[config.mk]
export PLATFORM = sky130hd
export DESIGN_NAME = fieldbus_command_supervisor
export DESIGN_NICKNAME = d
export VERILOG_FILES = /design/src/fieldbus_command_supervisor_pkg.sv /design/src/fieldbus_command_supervisor.sv
export VERILOG_INCLUDE_DIRS = /design/src
export SDC_FILE = /design/constraint.sdc
export NUM_CORES = 1
export LEC_CHECK = 0
export ABC_AREA = 1
export CORE_MARGIN = 2
export CORE_UTILIZATION = 30
export CTS_BUF_LIST = sky130_fd_sc_hd__clkbuf_4
export DETAILED_ROUTE_END_ITERATION = 6
export DONT_BUFFER_PORTS = 1
export PLACE_DENSITY = 0.53
export SETUP_SLACK_MARGIN = 0.1
export SYNTH_ARGS = -nofsm -noshare
export SYNTH_HDL_FRONTEND = slang
export SYNTH_SLANG_ARGS = --single-unit
[constraint.sdc]
create_clock -name aclk -period 3.57 [get_ports aclk]
set_clock_uncertainty 0.05 [all_clocks]
set_input_delay 0.357 -clock aclk [delete_from_list [all_inputs] [get_ports aclk]]
set_output_delay 0.357 -clock aclk [all_outputs]
set_load 0.005 [all_outputs]
[src/fieldbus_command_supervisor_cfg.svh]
// Offsets, field positions, reset values and timing of the supervisor
`ifndef FIELDBUS_COMMAND_SUPERVISOR_CFG_SVH
`define FIELDBUS_COMMAND_SUPERVISOR_CFG_SVH
// =====================================================================
// Register byte offsets
`define OFS_CONTROL   4'h0
`define OFS_INTERVAL  4'h4
`define OFS_COMMAND   4'h8
`define OFS_STATUS    4'hC
// Second page of offsets, upper nibble of the address
`define OFS_SUPER     8'h10
`define OFS_RATE      8'h14
`define OFS_INCH      8'h18
// =====================================================================
// Control register fields
`define CTL_REACT_LSB   0
`define CTL_POLICY_LSB  4
`define CTL_RATE_LSB    8
`define CTL_LOCAL_BIT   12
`define CTL_AUTH_BIT    13
`define CTL_PROF4_BIT   16
// Command frame fields
`define CMD_RUN_BIT     0
`define CMD_CLEAR_BIT   2
`define CMD_VALID_BIT   10
`define CMD_SPEED_LSB   16
// Status frame fields
`define STS_FAULT_BIT   0
`define STS_RUN_BIT     2
`define STS_SPEED_LSB   16
// =====================================================================
// Reset values and constants
`define RST_INTERVAL    7'h01
`define RST_POLICY      2'h1
`define RST_REACT       3'h0
`define RST_INCH        16'h0CCD
`define TOP_SPEED       16'h4000
`define MIN_INTERVAL    7'h01
`define MAX_INTERVAL    7'h63
`define RATE_CODE_BASE  8'h14
// =====================================================================
// Timing
`define SECOND_NS       1000000000
`define CLK_PERIOD_NS   50
`define TICK_CYCLES     (`SECOND_NS / `CLK_PERIOD_NS)
`endif

[src/fieldbus_command_supervisor_pkg.sv]
// Types shared by the fieldbus command supervisor
package fieldbus_command_supervisor_pkg;
  typedef enum logic [2:0] {
    REACT_OFF     = 3'b000,
    REACT_HOLD    = 3'b001,
    REACT_STOP    = 3'b010,
    REACT_INCH    = 3'b011,
    REACT_TOP     = 3'b100,
    REACT_TRIP    = 3'b101,
    REACT_RELEASE = 3'b110,
    REACT_PROFILE = 3'b111
  } silence_reaction_type;
  typedef enum logic [1:0] {
    POL_IGNORE    = 2'b00,
    POL_ON_ONE    = 2'b01,
    POL_ON_ZERO   = 2'b10,
    POL_TIMEOUT   = 2'b11
  } validity_policy_type;
  typedef enum logic [0:0] {
    LINK_ONLINE   = 1'b0,
    LINK_SILENT   = 1'b1
  } link_state_type;
endpackage

[src/fieldbus_command_supervisor.sv]
// Command frame interpreter, status frame builder and silence supervisor
// Summary of operation
// - Command: bit0 run, bit2 clear, speed bytes2-3
// - Run bit zero stops, one starts
// - Clear bit one clears latched trip
// - Status: bit0 fault, bit2 running, speed
// - Fault flag follows drive fault or latched trip
// - Running flag follows active start
// - Speeds 16-bit, 16384 is full scale
// - Line rate code 20, 21, 22
// - Default setting detects rate automatically
// - Interval 1 to 99 seconds, default 1
// - Reaction code 0 to 7, default off
// - Counter armed by first valid command
// - Silence on expiry or policy 3 zero
// - Valid command resumes; trip needs clear
// - Local site ends silence state
// - Authority disabled ends silence state
// - Reaction off resumes with last command
// - Leaving silence disarms counter until valid
// - Reactions other than profile four last until communication resumes
// - Profile four stays after resumption
// - Validity policy code 0 to 3
// - Policy 1 ignores frame when bit zero
// - Policy 2 ignores on one; zeros coast
// - Local site blocks network commands
//
// Design decisions made here: the AXI4-Lite slave port and the register addresses.
`include "fieldbus_command_supervisor_cfg.svh"
module fieldbus_command_supervisor
  import fieldbus_command_supervisor_pkg::*;
#(
  parameter int TICK_CYCLES = `TICK_CYCLES
) (
  // Clock and reset
  input  wire logic        aclk,
  input  wire logic        aresetn,
  // AXI4-Lite write address
  input  wire logic [7:0]  s_axi_awaddr,
  input  wire logic [2:0]  s_axi_awprot,
  input  wire logic        s_axi_awvalid,
  output logic             s_axi_awready,
  // AXI4-Lite write data
  input  wire logic [31:0] s_axi_wdata,
  input  wire logic [3:0]  s_axi_wstrb,
  input  wire logic        s_axi_wvalid,
  output logic             s_axi_wready,
  // AXI4-Lite write response
  output logic [1:0]       s_axi_bresp,
  output logic             s_axi_bvalid,
  input  wire logic        s_axi_bready,
  // AXI4-Lite read address
  input  wire logic [7:0]  s_axi_araddr,
  input  wire logic [2:0]  s_axi_arprot,
  input  wire logic        s_axi_arvalid,
  output logic             s_axi_arready,
  // AXI4-Lite read data
  output logic [31:0]      s_axi_rdata,
  output logic [1:0]       s_axi_rresp,
  output logic             s_axi_rvalid,
  input  wire logic        s_axi_rready,
  // Drive side inputs, asynchronous
  input  wire logic        drive_fault,
  input  wire logic [15:0] actual_speed,
  input  wire logic [1:0]  detected_rate,
  // Drive side outputs
  output logic             run_forward,
  output logic             coast,
  output logic [15:0]      speed_reference,
  output logic             trip_latched,
  output logic             profile4_active,
  output logic             network_control,
  output logic             silence_active
);

  // ===================================================================
  // State
  typedef struct packed {
    logic                 awready;
    logic                 wready;
    logic                 aw_held;
    logic                 w_held;
    logic [7:0]           waddr;
    logic [31:0]          wdata;
    logic [3:0]           wstrb;
    logic                 bvalid;
    logic [1:0]           bresp;
    logic                 arready;
    logic                 rvalid;
    logic [1:0]           rresp;
    logic [31:0]          rdata;
    logic [1:0]           fault_s1;
    logic                 fault_s2;
    logic [15:0]          speed_s1;
    logic [15:0]          speed_s2;
    logic [1:0]           rate_s1;
    logic [1:0]           rate_s2;
    silence_reaction_type reaction;
    validity_policy_type  policy;
    logic [1:0]           rate_sel;
    logic                 local_site;
    logic                 authority;
    logic [6:0]           interval;
    logic [15:0]          inch;
    logic [31:0]          frame;
    logic                 run_cmd;
    logic [15:0]          ref_cmd;
    link_state_type       link;
    logic                 armed;
    logic [31:0]          tick_cnt;
    logic [6:0]           sec_cnt;
    logic                 run_forward;
    logic                 coast;
    logic [15:0]          speed_reference;
    logic                 trip_latched;
    logic                 profile4_active;
    logic                 network_control;
    logic                 silence_active;
  } state_type;

  state_type s;
  state_type next_s;

  // ===================================================================
  // Next state
  always_comb begin
    logic        wr_fire;
    logic        cmd_wr;
    logic        bit_ok;
    logic        accept;
    logic        go_silent;
    logic        leave;
    logic        tick;
    logic [31:0] rd;
    logic [31:0] ctl;
    logic [7:0]  rate_code;
    logic [6:0]  iv;
    wr_fire   = 1'b0;
    cmd_wr    = 1'b0;
    bit_ok    = 1'b0;
    accept    = 1'b0;
    go_silent = 1'b0;
    leave     = 1'b0;
    tick      = 1'b0;
    rd        = 32'h0000_0000;
    ctl       = 32'h0000_0000;
    rate_code = 8'h00;
    iv        = 7'h00;
    next_s    = s;

    // Two-flop synchronisers for drive side inputs
    next_s.fault_s1 = {1'b0, drive_fault};
    next_s.fault_s2 = s.fault_s1[0];
    next_s.speed_s1 = actual_speed;
    next_s.speed_s2 = s.speed_s1;
    next_s.rate_s1  = detected_rate;
    next_s.rate_s2  = s.rate_s1;

    // Rate code: zero selects detection, else fixed rate minus one
    if (s.rate_sel == 2'h0) begin
      rate_code = `RATE_CODE_BASE + {6'h00, s.rate_s2};
    end else begin
      rate_code = `RATE_CODE_BASE + {6'h00, s.rate_sel - 2'h1};
    end

    // Write channel: address and data taken in either order
    if (s_axi_awvalid && s.awready) begin
      next_s.aw_held = 1'b1;
      next_s.awready = 1'b0;
      next_s.waddr   = s_axi_awaddr;
    end
    if (s_axi_wvalid && s.wready) begin
      next_s.w_held = 1'b1;
      next_s.wready = 1'b0;
      next_s.wdata  = s_axi_wdata;
      next_s.wstrb  = s_axi_wstrb;
    end
    if (s.aw_held && s.w_held && !s.bvalid) begin
      wr_fire        = 1'b1;
      next_s.aw_held = 1'b0;
      next_s.w_held  = 1'b0;
      next_s.bvalid  = 1'b1;
      next_s.bresp   = 2'b00;
      case (s.waddr)
        {4'h0, `OFS_CONTROL}: begin
          if (s.wstrb[0]) begin
            next_s.reaction = silence_reaction_type'(s.wdata[2:0]);
            next_s.policy   = validity_policy_type'(s.wdata[5:4]);
          end
          if (s.wstrb[1]) begin
            next_s.rate_sel   = s.wdata[9:8];
            next_s.local_site = s.wdata[`CTL_LOCAL_BIT];
            next_s.authority  = s.wdata[`CTL_AUTH_BIT];
          end
          if (s.wstrb[2] && !s.wdata[`CTL_PROF4_BIT]) begin
            next_s.profile4_active = 1'b0;
          end
        end
        {4'h0, `OFS_INTERVAL}: begin
          if (s.wstrb[0]) begin
            iv = s.wdata[6:0];
            if (iv < `MIN_INTERVAL) begin
              iv = `MIN_INTERVAL;
            end else if (iv > `MAX_INTERVAL) begin
              iv = `MAX_INTERVAL;
            end
            next_s.interval = iv;
          end
        end
        {4'h0, `OFS_COMMAND}: begin
          cmd_wr = 1'b1;
        end
        `OFS_INCH: begin
          if (s.wstrb[0]) next_s.inch[7:0] = s.wdata[7:0];
          if (s.wstrb[1]) next_s.inch[15:8] = s.wdata[15:8];
        end
        {4'h0, `OFS_STATUS}, `OFS_SUPER, `OFS_RATE: begin
          next_s.bresp = 2'b10;
        end
        default: begin
          next_s.bresp = 2'b10;
        end
      endcase
    end
    if (s.bvalid && s_axi_bready) begin
      next_s.bvalid  = 1'b0;
      next_s.awready = 1'b1;
      next_s.wready  = 1'b1;
    end

    // Read channel
    ctl = {15'h0000, s.profile4_active, 2'b00, s.authority, s.local_site,
           2'b00, s.rate_sel, 2'b00, s.policy, 1'b0, s.reaction};
    case (s_axi_araddr)
      {4'h0, `OFS_CONTROL}:  rd = ctl;
      {4'h0, `OFS_INTERVAL}: rd = {25'h0000000, s.interval};
      {4'h0, `OFS_COMMAND}:  rd = s.frame;
      {4'h0, `OFS_STATUS}: begin
        rd = {s.speed_s2, 13'h0000, s.run_forward, 1'b0,
              s.fault_s2 | s.trip_latched};
      end
      `OFS_SUPER: begin
        rd = {24'h000000, s.sec_cnt[5:0] == 6'h00 && !s.armed,
              s.coast, s.network_control, s.profile4_active,
              s.trip_latched, s.armed, s.run_forward, s.link};
      end
      `OFS_RATE:  rd = {24'h000000, rate_code};
      `OFS_INCH:  rd = {16'h0000, s.inch};
      default:    rd = 32'h0000_0000;
    endcase
    if (s_axi_arvalid && s.arready) begin
      next_s.arready = 1'b0;
      next_s.rvalid  = 1'b1;
      next_s.rdata   = rd;
      next_s.rresp   = (s_axi_araddr[1:0] != 2'b00 ||
                        s_axi_araddr > `OFS_INCH) ? 2'b10 : 2'b00;
    end
    if (s.rvalid && s_axi_rready) begin
      next_s.rvalid  = 1'b0;
      next_s.arready = 1'b1;
    end

    // Command frame acceptance
    if (cmd_wr) begin
      next_s.frame = s.wdata;
      case (s.policy)
        POL_IGNORE:  bit_ok = 1'b1;
        POL_ON_ONE:  bit_ok = s.wdata[`CMD_VALID_BIT];
        POL_ON_ZERO: bit_ok = !s.wdata[`CMD_VALID_BIT];
        POL_TIMEOUT: bit_ok = s.wdata[`CMD_VALID_BIT];
        default:     bit_ok = 1'b0;
      endcase
      accept = bit_ok && !s.local_site && s.authority;
    end

    // One-second tick, restarted by every accepted command
    if (accept || !s.armed || s.tick_cnt >= 32'(TICK_CYCLES - 1)) begin
      next_s.tick_cnt = 32'h0000_0000;
    end else begin
      next_s.tick_cnt = s.tick_cnt + 32'h0000_0001;
    end
    tick = s.armed && !accept && s.tick_cnt >= 32'(TICK_CYCLES - 1);

    if (accept) begin
      next_s.armed   = 1'b1;
      next_s.sec_cnt = 7'h00;
      next_s.run_cmd = s.wdata[`CMD_RUN_BIT];
      next_s.ref_cmd = s.wdata[`CMD_SPEED_LSB +: 16];
      next_s.coast   = s.policy == POL_ON_ZERO &&
                       s.wdata[15:0] == 16'h0000;
    end else if (tick) begin
      next_s.sec_cnt = s.sec_cnt + 7'h01;
    end

    // Entry into the silence state
    if (s.link == LINK_ONLINE && s.reaction != REACT_OFF &&
        !s.local_site && s.authority) begin
      if (tick && s.sec_cnt + 7'h01 >= s.interval) begin
        go_silent = 1'b1;
      end
      if (cmd_wr && s.policy == POL_TIMEOUT &&
          !s.wdata[`CMD_VALID_BIT]) begin
        go_silent = 1'b1;
      end
    end
    if (go_silent) begin
      next_s.link  = LINK_SILENT;
      next_s.armed = 1'b0;
      if (s.reaction == REACT_TRIP) begin
        next_s.trip_latched = 1'b1;
      end
      if (s.reaction == REACT_PROFILE) begin
        next_s.profile4_active = 1'b1;
      end
    end

    // Exit from the silence state
    if (s.link == LINK_SILENT) begin
      if (s.local_site) begin
        leave = 1'b1;
      end else if (!s.authority) begin
        leave = 1'b1;
      end else if (s.reaction == REACT_OFF) begin
        leave = 1'b1;
      end else if (accept && (s.reaction != REACT_TRIP ||
                              !s.trip_latched ||
                              s.wdata[`CMD_CLEAR_BIT])) begin
        leave = 1'b1;
      end
    end
    if (leave) begin
      next_s.link = LINK_ONLINE;
      if (!accept) begin
        next_s.armed   = 1'b0;
        next_s.sec_cnt = 7'h00;
      end
    end

    // Trip clear by an accepted command; a new trip wins
    if (accept && s.wdata[`CMD_CLEAR_BIT] && !go_silent) begin
      next_s.trip_latched = 1'b0;
    end

    // Outputs of the drive side
    next_s.silence_active  = next_s.link == LINK_SILENT;
    next_s.network_control = !next_s.local_site && next_s.authority &&
                             !(next_s.link == LINK_SILENT &&
                               s.reaction == REACT_RELEASE);
    next_s.run_forward     = next_s.run_cmd && !next_s.coast &&
                             !next_s.trip_latched;
    next_s.speed_reference = next_s.ref_cmd;
    if (next_s.link == LINK_SILENT) begin
      case (s.reaction)
        REACT_HOLD: begin
          next_s.speed_reference = s.speed_reference;
        end
        REACT_STOP, REACT_TRIP: begin
          next_s.run_forward = 1'b0;
        end
        REACT_INCH: begin
          next_s.speed_reference = s.inch;
        end
        REACT_TOP: begin
          next_s.speed_reference = `TOP_SPEED;
        end
        default: begin
          next_s.speed_reference = next_s.ref_cmd;
        end
      endcase
    end
    if (!next_s.network_control) begin
      next_s.run_forward = 1'b0;
    end
  end

  // ===================================================================
  // Registers
  always_ff @(posedge aclk) begin
    if (!aresetn) begin
      s          <= '0;
      s.awready  <= 1'b1;
      s.wready   <= 1'b1;
      s.arready  <= 1'b1;
      s.reaction <= REACT_OFF;
      s.policy   <= validity_policy_type'(`RST_POLICY);
      s.authority <= 1'b1;
      s.interval <= `RST_INTERVAL;
      s.inch     <= `RST_INCH;
      s.network_control <= 1'b1;
    end else begin
      s <= next_s;
    end
  end

  // ===================================================================
  // Port drive
  assign s_axi_awready   = s.awready;
  assign s_axi_wready    = s.wready;
  assign s_axi_bresp     = s.bresp;
  assign s_axi_bvalid    = s.bvalid;
  assign s_axi_arready   = s.arready;
  assign s_axi_rdata     = s.rdata;
  assign s_axi_rresp     = s.rresp;
  assign s_axi_rvalid    = s.rvalid;
  assign run_forward     = s.run_forward;
  assign coast           = s.coast;
  assign speed_reference = s.speed_reference;
  assign trip_latched    = s.trip_latched;
  assign profile4_active = s.profile4_active;
  assign network_control = s.network_control;
  assign silence_active  = s.silence_active;

endmodule

==> flow_summary.toml, run 1 <==
[final_layout]
drive_gt1_share_pct = 10.0
final_common_cell = "nand2_1"
layout_common_cells = "273 x nand2_1, 265 x dfxtp_1, 202 x inv_1"
fillCellCount = 4058
num-nets-final = 1650
flow.area_growth_from_synthesis_pct = 15.2

[timing]
tightest_slew_ns = 0.750
finalHoldWorstSlack_ns = 0.0919
setup_tns_ns = 0
total_count_of_hold_check_failures_in_the_final_report = 0
report.final.slew_viol_count = 0
rsz0062_at_grt = "no"
achievable_frequency_ghz = 0.333
timing.final.setup_violations = 0
fin_crit_ns = 3.00
slew_headroom_pct = 49.7
final_min_period_over_clock_period_pct = 84.0
setup_ws_ns = 0.570

[yosys]
synth_top_flop_cell = "dfxtp_1"
synth.yosys.warnings = 0
synth.yosys.seq_area_share_pct = 46.8
synth_cell_type_count = 52
synth_enable_flop_cells = 0
synth-async-reset-ratio_pct = 0
mapped_cell_area_mm2 = 0.0113
synth.ff_latch_count = 265
syn_area_per_cell_um2 = 7.54
synth_cells = 1505

[detailed_routing]
route.final.wire_length_mm = 32.5
wl_per_cell_um = 15.4
detailroute.via_count = 9668
drt_drc_violations_left = 0
drt_pre_antenna_iters = 5
met2_length_mm = 13.5
met3_wirelength_mm = 2.83
wl_met1_mm = 15.4
drtIter0Drc = 553
highest_layer = "met4"
post_drt_via_cell_ratio = 4.58
ant_nets = 0

[cts]
h-tree-depth = 3
num_clock_sinks = 265
cts_hold_repair.buffers = 70
tritoncts = "done"
post-cts-setup-buffers = 0
max_buffers_root_to_sink = 3
cts_inserted_buffers = 74
worst_setup_hold_path_clk_slew_ns = 0.06
post_cts_resize_count = 0
clk-insertion-delay-late_ns = 0.71
cts.root.buffer_cell = "clkbuf_4"

[place]
detail_placement_hpwl_mm = 22.8
port-buffer-count = 0
dp_worst_slack_ns = 0.538
gpl.final_weighted_congestion = 0.827

[floorplan]
floorplan.io_pins = 147
fp.coreArea_mm2 = 0.0375
floorplan.initialDensity_pct = 30.3
die_span_x_um = 198
fp.dieH_um = 198
floorplan.die_area_mm2 = 0.0394
number_of_placement_rows = 71

[min_path]
worst_hold_path_type = "in -> reg"

[run]
drv.max_cap_violation_count = 0

[worst_setup_path]
critPathLaunchType = "flop"
worstPathRequired_ns = 4.15
worstSetupPathType = "reg -> reg"
cp-end-kind = "flop"
critical_path.max_fanout = 17
worst-endpoint-arrival_ns = 3.58

[global_route]
grt_pass1_wl_mm = 50.6
global_route.usage.total_pct = 16.7
grt_pass1_vias = 9109
antenna_found_initial = 2
grt-ovfl-total = 0
pin_count_of_the_biggest_net_entering_global_routing = 147

[outcome]
run_status = "finished clean"

[power_and_ir_drop]
cellPowerDensity_mw_per_mm2 = 471
ir_drop_uv = 226
leakage_nw = 5.62
-- Yosys cell counts (2+ instances only) --
cell type / instances / area, µm²
nand2_1: 274 / 1030
dfxtp_1: 265 / 5310
inv_1: 202 / 758
nor2_1: 144 / 541
a21oi_1: 139 / 696
o21ai_0: 125 / 626
buf_4: 53 / 398
clkbuf_1: 47 / 176
nand3_1: 40 / 200
o21bai_1: 18 / 135
o22ai_1: 18 / 113
a22o_1: 15 / 131
nor3_1: 15 / 75.1
nand4_1: 14 / 87.6
o211ai_1: 13 / 97.6
a211oi_1: 10 / 75.1
ha_1: 10 / 125
buf_2: 9 / 45.0
o21ai_1: 8 / 40.0
inv_2: 6 / 22.5
nor2_2: 6 / 37.5
nor4_1: 6 / 37.5
xor2_1: 6 / 52.6
clkinv_1: 5 / 18.8
o21a_1: 5 / 37.5
nand3_2: 4 / 40.0
o2111ai_1: 4 / 35.0
o221ai_1: 4 / 35.0
or2_2: 4 / 25.0
a31oi_1: 3 / 18.8
buf_1: 3 / 11.3
buf_6: 3 / 33.8
nand2_2: 3 / 18.8
nor2_4: 3 / 33.8
nand3_4: 2 / 35.0
nor3_2: 2 / 20.0
o31ai_1: 2 / 15.0
-- sequential cells by signal, indices dropped and copies added (netlist names) --
name	flops
s_axi_arready	1
s_axi_bvalid	1
s_axi_awready	1
coast	1
speed_reference	16
s_axi_rdata	32
profile4_active	1
s_axi_bresp	1
next_s	19
s	185
s_axi_rresp	1
s_axi_rvalid	1
trip_latched	1
network_control	1
run_forward	1
s_axi_wready	1
silence_active	1
-- power breakdown --
group	internal [W]	leakage [nW]	total [W]	switching (W)
Clock	0.00146	0.530	0.00271	0.00125
Sequential	0.00304	2.16	0.00309	0.0000564
Combinational	0.000126	2.93	0.000344	0.000218
Total	0.00462	5.62	0.00615	0.00153
-- layer usage --
layer | vias up | GRT usage, %
li1 | 4958 | -
met5 | - | 0
met1 | 4366 | 22.7
met2 | 283 | 23.9
met4 | 0 | 6.52
met3 | 61 | 5.90
-- cells by family (layout without fill, tap and decap cells) --
logic type,count (synthesis),count (layout),share of synthesized area [%]
compound gates,370,370,18.7
xor+xnor,7,7,0.541
flops,265,265,46.8
fa+ha+maj,10,10,1.10
other cells,1,11,0.0331
buf+inv,329,415,13.0
simple gates,523,523,19.8
-- critical path: stages, from the launching register on --
cell,delay (ns)
dfxtp_1,0.43
ha_1,0.20
nand2_1,0.05
inv_1,0.09
nand4_1,0.10
xor2_1,0.19
inv_1,0.07
ha_1,0.29
nand2_1,0.07
nor2_1,0.14
nand4_1,0.10
nand3_1,0.10
nand3_2,0.09
nand2_1,0.08
nand2_2,0.08
nand2_4,0.14
nand3_4,0.20
inv_2,0.29
nor2_1,0.10
nor2_1,0.08
-- layout make-up --
| class | instances | area (µm²) | area share (%) |
|---|---|---|---|
| Antenna cell | 2 | 5.00 | 0.0383 |
| Clock buffer | 103 | 773 | 5.92 |
| Tap cell | 511 | 639 | 4.89 |
| Clock inverter | 16 | 118 | 0.900 |
| Multi-Input combinational cell | 919 | 4600 | 35.2 |
| Timing Repair Buffer | 83 | 828 | 6.34 |
| Sequential cell | 265 | 5310 | 40.6 |
| Inverter | 213 | 800 | 6.12 |
-- stage by stage --
stage          util (%)  instances  power (W)  area [µm²]
2_1_floorplan         -       1513    0.00334       11400
3_3_place_gp       30.5       1921    0.00341       11400
3_5_place_dp       30.5       1921    0.00342       11400
4_1_cts            34.8       2110    0.00625       13100
5_1_grt            34.8       2112    0.00646       13100
6_report           34.8       2112    0.00615       13100
-- path summary, 6_finish.rpt --
| check | startpoint | cells past startpoint | slack [ns] | to |
|---|---|---|---|---|
| min | aresetn | 3 | 0.09 | s[92]$_SDFFE_PN0N_ |
| max | s[22]$_SDFF_PN0_ | 19 | 0.57 | speed_reference[4]$_SDFFE_PN0P_ |
| max reg2reg | s[22]$_SDFF_PN0_ | 19 | 0.57 | speed_reference[4]$_SDFFE_PN0P_ |
| min reg2reg | next_s[144]$_SDFF_PN0_ | 2 | 0.36 | s[144]$_SDFF_PN0_ |
Power figures use the tool's default switching activity.
==> run 2, diff against run 1 <==
==> constraint.sdc (replaced) <==
create_clock -name aclk -period 3.05 [get_ports aclk]
set_clock_uncertainty 0.05 [all_clocks]
set_input_delay 0.305 -clock aclk [delete_from_list [all_inputs] [get_ports aclk]]
set_output_delay 0.305 -clock aclk [all_outputs]
set_load 0.005 [all_outputs]
==> flow_summary.toml, run 2 (synthesis gave the netlist of run 1 again) <==
[outcome]
run_status = "finished clean"

[timing]
rsz0062_at_grt = "no"
total_count_of_hold_check_failures_in_the_final_report = 0
tightest_slew_ns = 0.749
finalHoldWorstSlack_ns = 0.0724
achievable_frequency_ghz = 0.368
report.final.slew_viol_count = 0
final_min_period_over_clock_period_pct = 89.0
setup_tns_ns = 0
fin_crit_ns = 2.71
timing.final.setup_violations = 0
slew_headroom_pct = 49.9

[final_layout]
final_common_cell = "nand2_1"
post-route-cell-area_mm2 = 0.0133
drive_gt1_share_pct = 11.0
top_register = "s"
multi_input_area_mm2 = 0.00464
layout_common_cells = "272 x nand2_1, 263 x dfxtp_1, 201 x inv_1"
flow.area_growth_from_synthesis_pct = 17.7
ff_latch_area_mm2 = 0.00531
num-nets-final = 1669
fillCellCount = 4061
largest_register_ff_count = 185

[worst_setup_path]
critPathLaunchType = "flop"
worst_r2r_endpoint = "speed_reference[15]$_SDFFE_PN0P_"
rr_worst_depth = 19
worst-endpoint-arrival_ns = 3.28
cp-end-kind = "flop"
worstPathRequired_ns = 3.61
critical_path.max_fanout = 8
worstSetupPathType = "reg -> reg"
r2r_start = "s[22]$_SDFF_PN0_"
r2r_slack_ns = 0.34

[global_route]
grt_pass1_wl_mm = 51.3
grt-ovfl-total = 0
pin_count_of_the_biggest_net_entering_global_routing = 148
grt_pass1_vias = 9468
antenna_found_initial = 1
global_route.usage.total_pct = 16.8

[power_and_ir_drop]
leakage_nw = 5.76
ir_drop_uv = 257
cellPowerDensity_mw_per_mm2 = 543

[cts]
cts.root.buffer_cell = "clkbuf_4"
max_buffers_root_to_sink = 3
cts_inserted_buffers = 72
clk-insertion-delay-late_ns = 0.72
h-tree-depth = 3
num_clock_sinks = 265
worst_setup_hold_path_clk_slew_ns = 0.06
tritoncts = "done"

[floorplan]
number_of_placement_rows = 71
floorplan.initialDensity_pct = 30.3
floorplan.io_pins = 147
fp.dieH_um = 198
fp.coreArea_mm2 = 0.0375
floorplan.die_area_mm2 = 0.0394
die_span_x_um = 198

[detailed_routing]
drtIter0Drc = 573
drt_drc_violations_left = 0
ant_nets = 0
route.final.wire_length_mm = 33.0
drt_pre_antenna_iters = 5
post_drt_via_cell_ratio = 4.59
wl_per_cell_um = 15.4
detailroute.via_count = 9843

[min_path]
min_path_cells = 4
hold_start = "s_axi_arvalid"
worst_hold_path_type = "in -> reg"
timing.hold.worst_endpoint = "s_axi_rdata[31]$_SDFFE_PN0P_"

[place]
port-buffer-count = 0
detail_placement_hpwl_mm = 23.2
gpl.final_weighted_congestion = 0.829
detailed_place.area_mm2 = 0.0115

[run]
drv.max_cap_violation_count = 0
[run 2: cell types whose count changed in the layout (fill, tap and decap cells not counted), moves of 2 or more]
| cell | before | now |
|---|---|---|
| buf_4 | 12 | 21 |
| dfxtp_1 | 265 | 263 |
| dlygate4sd3_1 | 69 | 78 |
| clkinv_1 | 14 | 25 |
| ha_1 | 10 | 8 |
[run 2: through the flow]
stage / cells / power (W) / setup slack, ns / util (%)
floorplan: 1513 / 0.00391 / 0.472 / -
global placement: 1926 / 0.00399 / 0.228 / 30.6
detailed placement: 1926 / 0.00400 / 0.164 / 30.6
CTS: 2135 / 0.00736 / 0.202 / 35.2
global route: 2143 / 0.00761 / 0.0974 / 35.6
finish: 2143 / 0.00725 / 0.336 / 35.6
[run 2: layout make-up]
class | count | share of cell area (%)
multi-input combinational | 920 | 34.8
sequential | 265 | 39.8
inverter | 213 | 6.01
clock buffer | 102 | 5.74
clock inverter | 28 | 1.24
antenna | 1 | 0.0187
tap | 511 | 4.79
timing repair buffer | 103 | 7.66
[run 2: how the worst max path moves through the flow]
stage                startpoint                          endpoint  slack, ns  cells after the start
2_1_floorplan  s[22]$_SDFF_PN0_  speed_reference[10]$_SDFFE_PN0P_       0.47                     22
3_3_place_gp   s[22]$_SDFF_PN0_   speed_reference[6]$_SDFFE_PN0P_       0.23                     19
3_5_place_dp   s[22]$_SDFF_PN0_  speed_reference[15]$_SDFFE_PN0P_       0.16                     19
4_1_cts        s[22]$_SDFF_PN0_   speed_reference[5]$_SDFFE_PN0P_       0.20                     19
5_1_grt        s[22]$_SDFF_PN0_  speed_reference[15]$_SDFFE_PN0P_        0.1                     19
6_report       s[22]$_SDFF_PN0_  speed_reference[15]$_SDFFE_PN0P_       0.34                     19
[run 2: worst max-delay path: stages (launching register included)]
cell,delay (ns)
dfxtp_4,0.36
ha_2,0.17
nand2_1,0.06
inv_2,0.07
nand4_1,0.09
xor2_1,0.21
inv_1,0.09
ha_4,0.27
nand2_1,0.07
nor2_2,0.10
nand4_1,0.09
nand3_1,0.09
nand3_2,0.09
nand2_2,0.10
nand2_4,0.08
nand2_8,0.11
nand3_4,0.12
clkbuf_16,0.21
o21bai_1,0.14
nor2_1,0.06
[run 2: repair_timing]
action                                 CTS  global route
resized for setup                        0            16
setup endpoints to repair                0            18
endpoints found under the hold margin  164             0
hold buffers                            79             0
setup buffers                            0             5
[run 2: layer usage]
layer	vias to the layer above	GRT usage, %	wire, µm
met5	-	0	0
li1	5017	-	-
met3	60	4.87	2260
met1	4512	22.8	15800
met4	0	6.85	843
met2	254	24.9	14100
[run 2: power by group]
part           switching [W]  internal (W)
clock                0.00150       0.00172
sequential         0.0000650       0.00355
combinational       0.000257      0.000157
total                0.00182       0.00543
